File: src/logic/mem_ops_regs.svh
`ifndef MEM_OPS_REGS_SVH
`define MEM_OPS_REGS_SVH

// data path width
`define DATA_W         8
// position of the top data bit, source of a left rotation
`define MSB_POS        7
// reset values of the architectural state held here
`define ACC_RESET      8'h00
`define CARRY_RESET    1'b0
`define ZERO_RESET     1'b0

`endif

File: src/logic/mem_ops_pkg.sv
package mem_ops_pkg;

   // operations carried out by this datapath
   typedef enum logic [3:0] {
      op_none,
      move_mem_to_acc,
      move_acc_to_mem,
      or_into_acc,
      or_into_mem,
      rotate_left_mem,
      rotate_left_to_acc,
      rotate_left_carry_mem,
      rotate_left_carry_to_acc
   } op_t;

endpackage

File: src/logic/rotate_or_unit.sv
`timescale 1ns/1ps
`include "mem_ops_regs.svh"

module rotate_or_unit (
   input  wire logic [`DATA_W-1:0] acc,
   input  wire logic [`DATA_W-1:0] mem,
   input  wire logic               carry_in,
   output logic      [`DATA_W-1:0] or_result,
   output logic      [`DATA_W-1:0] rot_plain,
   output logic      [`DATA_W-1:0] rot_carry,
   output logic                    carry_out,
   output logic                    or_zero
);

   // bitwise or and its zero detect
   assign or_result = acc | mem;
   assign or_zero   = (or_result == '0);

   // left rotations: plain feeds old top bit back, carry form feeds old carry
   assign rot_plain = {mem[`MSB_POS-1:0], mem[`MSB_POS]};
   assign rot_carry = {mem[`MSB_POS-1:0], carry_in};
   assign carry_out = mem[`MSB_POS];

endmodule

File: src/logic/mem_move_or_rotate_ops.sv
`timescale 1ns/1ps
`include "mem_ops_regs.svh"

// Operation
// - move_mem_to_acc loads accumulator from memory byte; flags untouched.
// - move_acc_to_mem writes accumulator to memory; accumulator and flags kept.
// - or_into_acc puts acc OR memory into accumulator; only zero flag changes.
// - or_into_mem writes acc OR memory back to memory; only zero flag changes.
// - rotate_left_mem rotates memory left, bit 7 into bit 0; no flags.
// - rotate_left_to_acc puts left-rotated byte in accumulator; memory, flags kept.
// - rotate_left_carry_mem rotates memory through carry, writes back; carry gets bit 7.
// - rotate_left_carry_to_acc puts carry-rotated byte in accumulator; carry gets bit 7.
module mem_move_or_rotate_ops (
   input  wire logic               mclk,
   input  wire logic               reset_n,
   input  wire logic               op_valid,
   input  mem_ops_pkg::op_t        op,
   input  wire logic [`DATA_W-1:0] mem_rdata,
   output logic      [`DATA_W-1:0] acc_q,
   output logic                    carry_q,
   output logic                    zero_q,
   output logic                    mem_we_q,
   output logic      [`DATA_W-1:0] mem_wdata_q
);

   logic [`DATA_W-1:0] acc_d;
   logic               carry_d;
   logic               zero_d;
   logic               mem_we_d;
   logic [`DATA_W-1:0] mem_wdata_d;
   logic [`DATA_W-1:0] or_result;
   logic [`DATA_W-1:0] rot_plain;
   logic [`DATA_W-1:0] rot_carry;
   logic               carry_out;
   logic               or_zero;

   ////////////////////////////////////////////////////////////////////////////
   // shared combinational arithmetic
   rotate_or_unit u_rotate_or (
      .acc       (acc_q),
      .mem       (mem_rdata),
      .carry_in  (carry_q),
      .or_result (or_result),
      .rot_plain (rot_plain),
      .rot_carry (rot_carry),
      .carry_out (carry_out),
      .or_zero   (or_zero)
   );

   ////////////////////////////////////////////////////////////////////////////
   // accumulator group: only the to-accumulator ops load it
   always_comb begin
      acc_d = acc_q;
      if (op_valid) begin
         unique case (op)
            mem_ops_pkg::op_none: begin
               acc_d = acc_q;                                // no operation
            end
            mem_ops_pkg::move_mem_to_acc: begin
               acc_d = mem_rdata;
            end
            mem_ops_pkg::move_acc_to_mem: begin
               acc_d = acc_q;
            end
            mem_ops_pkg::or_into_acc: begin
               acc_d = or_result;
            end
            mem_ops_pkg::or_into_mem: begin
               acc_d = acc_q;
            end
            mem_ops_pkg::rotate_left_mem: begin
               acc_d = acc_q;
            end
            mem_ops_pkg::rotate_left_to_acc: begin
               acc_d = rot_plain;
            end
            mem_ops_pkg::rotate_left_carry_mem: begin
               acc_d = acc_q;
            end
            mem_ops_pkg::rotate_left_carry_to_acc: begin
               acc_d = rot_carry;
            end
            default: begin
               acc_d = acc_q;                                // illegal code: no effect
            end
         endcase
      end
   end

   // accumulator register
   always_ff @(posedge mclk or negedge reset_n) begin
      if (!reset_n) begin
         acc_q <= `ACC_RESET;
      end else begin
         acc_q <= acc_d;
      end
   end

   ////////////////////////////////////////////////////////////////////////////
   // flag group: or ops touch zero only, carry rotates touch carry only
   always_comb begin
      carry_d = carry_q;
      zero_d  = zero_q;
      if (op_valid) begin
         unique case (op)
            mem_ops_pkg::op_none: begin
               carry_d = carry_q;                            // no operation
               zero_d  = zero_q;
            end
            mem_ops_pkg::move_mem_to_acc: begin
               carry_d = carry_q;
               zero_d  = zero_q;
            end
            mem_ops_pkg::move_acc_to_mem: begin
               carry_d = carry_q;
               zero_d  = zero_q;
            end
            mem_ops_pkg::or_into_acc: begin
               carry_d = carry_q;
               zero_d  = or_zero;
            end
            mem_ops_pkg::or_into_mem: begin
               carry_d = carry_q;
               zero_d  = or_zero;
            end
            mem_ops_pkg::rotate_left_mem: begin
               carry_d = carry_q;
               zero_d  = zero_q;
            end
            mem_ops_pkg::rotate_left_to_acc: begin
               carry_d = carry_q;
               zero_d  = zero_q;
            end
            mem_ops_pkg::rotate_left_carry_mem: begin
               carry_d = carry_out;
               zero_d  = zero_q;
            end
            mem_ops_pkg::rotate_left_carry_to_acc: begin
               carry_d = carry_out;
               zero_d  = zero_q;
            end
            default: begin
               carry_d = carry_q;                            // illegal code: no effect
               zero_d  = zero_q;
            end
         endcase
      end
   end

   // flag registers
   always_ff @(posedge mclk or negedge reset_n) begin
      if (!reset_n) begin
         carry_q <= `CARRY_RESET;
         zero_q  <= `ZERO_RESET;
      end else begin
         carry_q <= carry_d;
         zero_q  <= zero_d;
      end
   end

   ////////////////////////////////////////////////////////////////////////////
   // memory write group: strobe lasts one cycle, data holds afterwards
   always_comb begin
      mem_we_d    = 1'b0;
      mem_wdata_d = mem_wdata_q;
      if (op_valid) begin
         unique case (op)
            mem_ops_pkg::op_none: begin
               mem_we_d = 1'b0;                              // no operation
            end
            mem_ops_pkg::move_mem_to_acc: begin
               mem_we_d = 1'b0;
            end
            mem_ops_pkg::move_acc_to_mem: begin
               mem_we_d    = 1'b1;
               mem_wdata_d = acc_q;
            end
            mem_ops_pkg::or_into_acc: begin
               mem_we_d = 1'b0;
            end
            mem_ops_pkg::or_into_mem: begin
               mem_we_d    = 1'b1;
               mem_wdata_d = or_result;
            end
            mem_ops_pkg::rotate_left_mem: begin
               mem_we_d    = 1'b1;
               mem_wdata_d = rot_plain;
            end
            mem_ops_pkg::rotate_left_to_acc: begin
               mem_we_d = 1'b0;
            end
            mem_ops_pkg::rotate_left_carry_mem: begin
               mem_we_d    = 1'b1;
               mem_wdata_d = rot_carry;
            end
            mem_ops_pkg::rotate_left_carry_to_acc: begin
               mem_we_d = 1'b0;
            end
            default: begin
               mem_we_d = 1'b0;                              // illegal code: no write
            end
         endcase
      end
   end

   // memory write registers; the caller keeps the address for one more cycle
   always_ff @(posedge mclk or negedge reset_n) begin
      if (!reset_n) begin
         mem_we_q    <= 1'b0;
         mem_wdata_q <= `ACC_RESET;
      end else begin
         mem_we_q    <= mem_we_d;
         mem_wdata_q <= mem_wdata_d;
      end
   end

endmodule

File: config.mk
export PLATFORM = sky130hd
export DESIGN_NAME = mem_move_or_rotate_ops
export DESIGN_NICKNAME = d
export VERILOG_FILES = /design/src/logic/mem_ops_pkg.sv /design/src/logic/rotate_or_unit.sv /design/src/logic/mem_move_or_rotate_ops.sv
export VERILOG_INCLUDE_DIRS = /design/src /design/src/logic
export SDC_FILE = /design/constraint.sdc
export NUM_CORES = 1
export LEC_CHECK = 0
export CAP_MARGIN = 20
export CORE_ASPECT_RATIO = 1.1
export CORE_MARGIN = 2
export CORE_UTILIZATION = 30
export DETAILED_ROUTE_END_ITERATION = 12
export DONT_BUFFER_PORTS = 1
export GPL_TIMING_DRIVEN = 0
export PLACE_DENSITY = 0.45
export SLEW_MARGIN = 20
export SYNTH_ARGS = -nofsm -noshare
export SYNTH_HDL_FRONTEND = slang
export SYNTH_SLANG_ARGS = --single-unit
File: constraint.sdc
create_clock -name mclk -period 1.4 [get_ports mclk]
set_input_delay 0.14 -clock mclk [delete_from_list [all_inputs] [get_ports mclk]]
set_output_delay 0.14 -clock mclk [all_outputs]
set_load 0.03 [all_outputs]
==> results.ini <==
[layout]
area_growth_pct=11.5
fillerInstances=402
layout.nets=133
instances_no_fill=169
final_common_cell=dfrtp_1
antennaDiodeCount=0
drive_gt1_frac=0.274
layout_common_cells=14 x dfrtp_1, 11 x mux2i_1, 9 x mux2_2, 8 x a21oi_1, 8 x o2bb2ai_1
final_util=0.342

[routing]
drtAntennaViolNets=0
vias_per_cell=5.62
drtIter0Drc=42
firstDrtPassIters=4
wire_per_inst_um=18.4
drt-total-wl_um=3120
via_count=949
post-route-drc-count=0

[logic_synthesis]
yosysSeqAreaShare=0.400
ys.flop_type=dfrtp_1
syn_area_um2=1190
syn-instance-count=112
yosys_warnings=0
synth-edff-count=0
syn_area_per_cell_um2=10.6
synth_seq_cells=19
syn-num-nets=127
synth_cell_types=38
synthArstFlopShare=1.00

[floorplanning]
core_area_um2=3870
fp.dieW_um=64.0
start_util=0.307
dieHeight_um=70.1
rows=24
die_area_um2=4490
io_pins=34

[critical_path]
cp-end-kind=flip-flop
startpoint=acc_q[4]
start_kind=flip-flop
critPathKind=flip-flop to flip-flop
worstPathRequired_ps=1570
crit_fanout=4
r2r-start=acc_q[4]
worstPathArrival_ps=1480

[global_route]
overflow=0
antenna_found_initial=0
grtUsageTotal=0.144
grt_pass1_vias=939
grt_pass1_wl_um=4970
grt_max_degree=20

[timing]
slew_violations=0
max_freq_ghz=0.764
period_share=0.935
period_needed_ps=1310
finalSetupViolations=0
rsz0062_at_grt=false
hold_violations=0
worst_pin_slew_ps=892
fin_tns_setup_ps=0
setup_slack_ps=90.9
slew_headroom=0.403
fin_skew_ps=0.958

[clock_tree]
htree_levels=1
clock_latency_ps=260
cts.sinks=19
cts_tree=yes
cts_root_buf=clkbuf_8
path_clk_slew_ps=80
cts_buffers=3
cts_setup_buffers=0
clock_path_buffers=2

[status]
status=finished clean

[placed_design]
gp_congestion=0.751
place_ws_ps=-124
dp.cells=164
dpl.hpwl_um=2260
io_buffers=0

[power]
power_mw=1.94
p_leak_nw=0.558
irDropWorstVdd_mv=0.563
power_density_nw_per_um2=1460

[worst_hold_path]
worstHoldStart=mem_rdata[7]
hp-class=input pin to flip-flop

[run]
max_cap_violations=0

cells by family after synthesis:
| family | share of synthesized area |
|---|---|
| AOI/OAI and AO/OA | 0.196 |
| and+or+nand+nor | 0.186 |
| muxes | 0.178 |
| DFF | 0.400 |
| buffers and inverters | 0.0263 |
| xor gates and xnor gates | 0.0147 |
synth_stat cells, types with 2 or more instances:
cell type | instances | area, um2
mux2_2 | 9 | 101
mux2i_1 | 11 | 110
nor2b_1 | 3 | 18.8
o21ai_0 | 7 | 35.0
nor4_1 | 4 | 25.0
nor3b_1 | 2 | 15.0
a31oi_1 | 2 | 12.5
dfrtp_1 | 19 | 475
nand2_1 | 5 | 18.8
a21oi_1 | 8 | 40.0
buf_2 | 4 | 20.0
o2bb2ai_1 | 8 | 70.1
nor2_1 | 4 | 15.0
nor3_1 | 2 | 10.0
cell type report:
class	instances	area, um2	area share
multi-input cells	87	692	0.522
flip-flops and latches	19	482	0.363
well taps	52	65.1	0.0491
clock buffers	3	41.3	0.0311
plain buffers	5	27.5	0.0208
repair buffers	1	10.0	0.00755
clock inverters	1	5.00	0.00377
inverters	1	3.75	0.00283
sequential cells by signal, indices dropped and copies added, names as in the netlist:
signal / count
carry_q: 1
mem_we_q: 1
zero_q: 1
mem_wdata_q: 8
acc_q: 8
path summary, 6_finish.rpt:
check                           cells past startpoint       end  slack [ps]
worst max-delay path                                3    zero_q          90
worst min-delay path                                1   carry_q          30
worst max register to register                      3    zero_q          90
worst min register to register                      1  acc_q[3]         670
max in group asynchronous                           1  acc_q[0]         350
min in group asynchronous                           1   carry_q         440
what timing repair did:
item / 4_1_cts / 5_1_grt
setup endpoints to repair: 2 / 2
resized for setup: 2 / 5
hold buffers: 1 / 0
endpoints found under the hold margin: 19 / 0
pin swaps: 0 / 1
per-layer routing:
| layer | global-route usage | share of wire |
|---|---|---|
| met4 | 0.0580 | 0.017 |
| met5 | 0 | 0 |
| met2 | 0.234 | 0.46 |
| met3 | 0.0483 | 0.086 |
| met1 | 0.174 | 0.43 |
stage by stage:
step,hold WS (ps),area (um2)
floorplan,-156,1190
CTS,16.4,1310
global placement,-155,1250
detailed placement,-155,1250
finish,26.4,1330
global route,24.8,1330
critical path, cell delays in order, from the launching register on:
cell	delay [ps]
dfrtp_1	530
nor4_2	320
nand4_1	140
o31ai_1	230
where the power goes:
part | total, mW | internal (mW) | switching (mW) | leakage, nW
sequential | 1.19 | 0.708 | 0.482 | 0.228
clock | 0.400 | 0.198 | 0.201 | 0.0255
combinational | 0.348 | 0.201 | 0.147 | 0.304
Note: power is estimated with default switching activity, not from simulation.
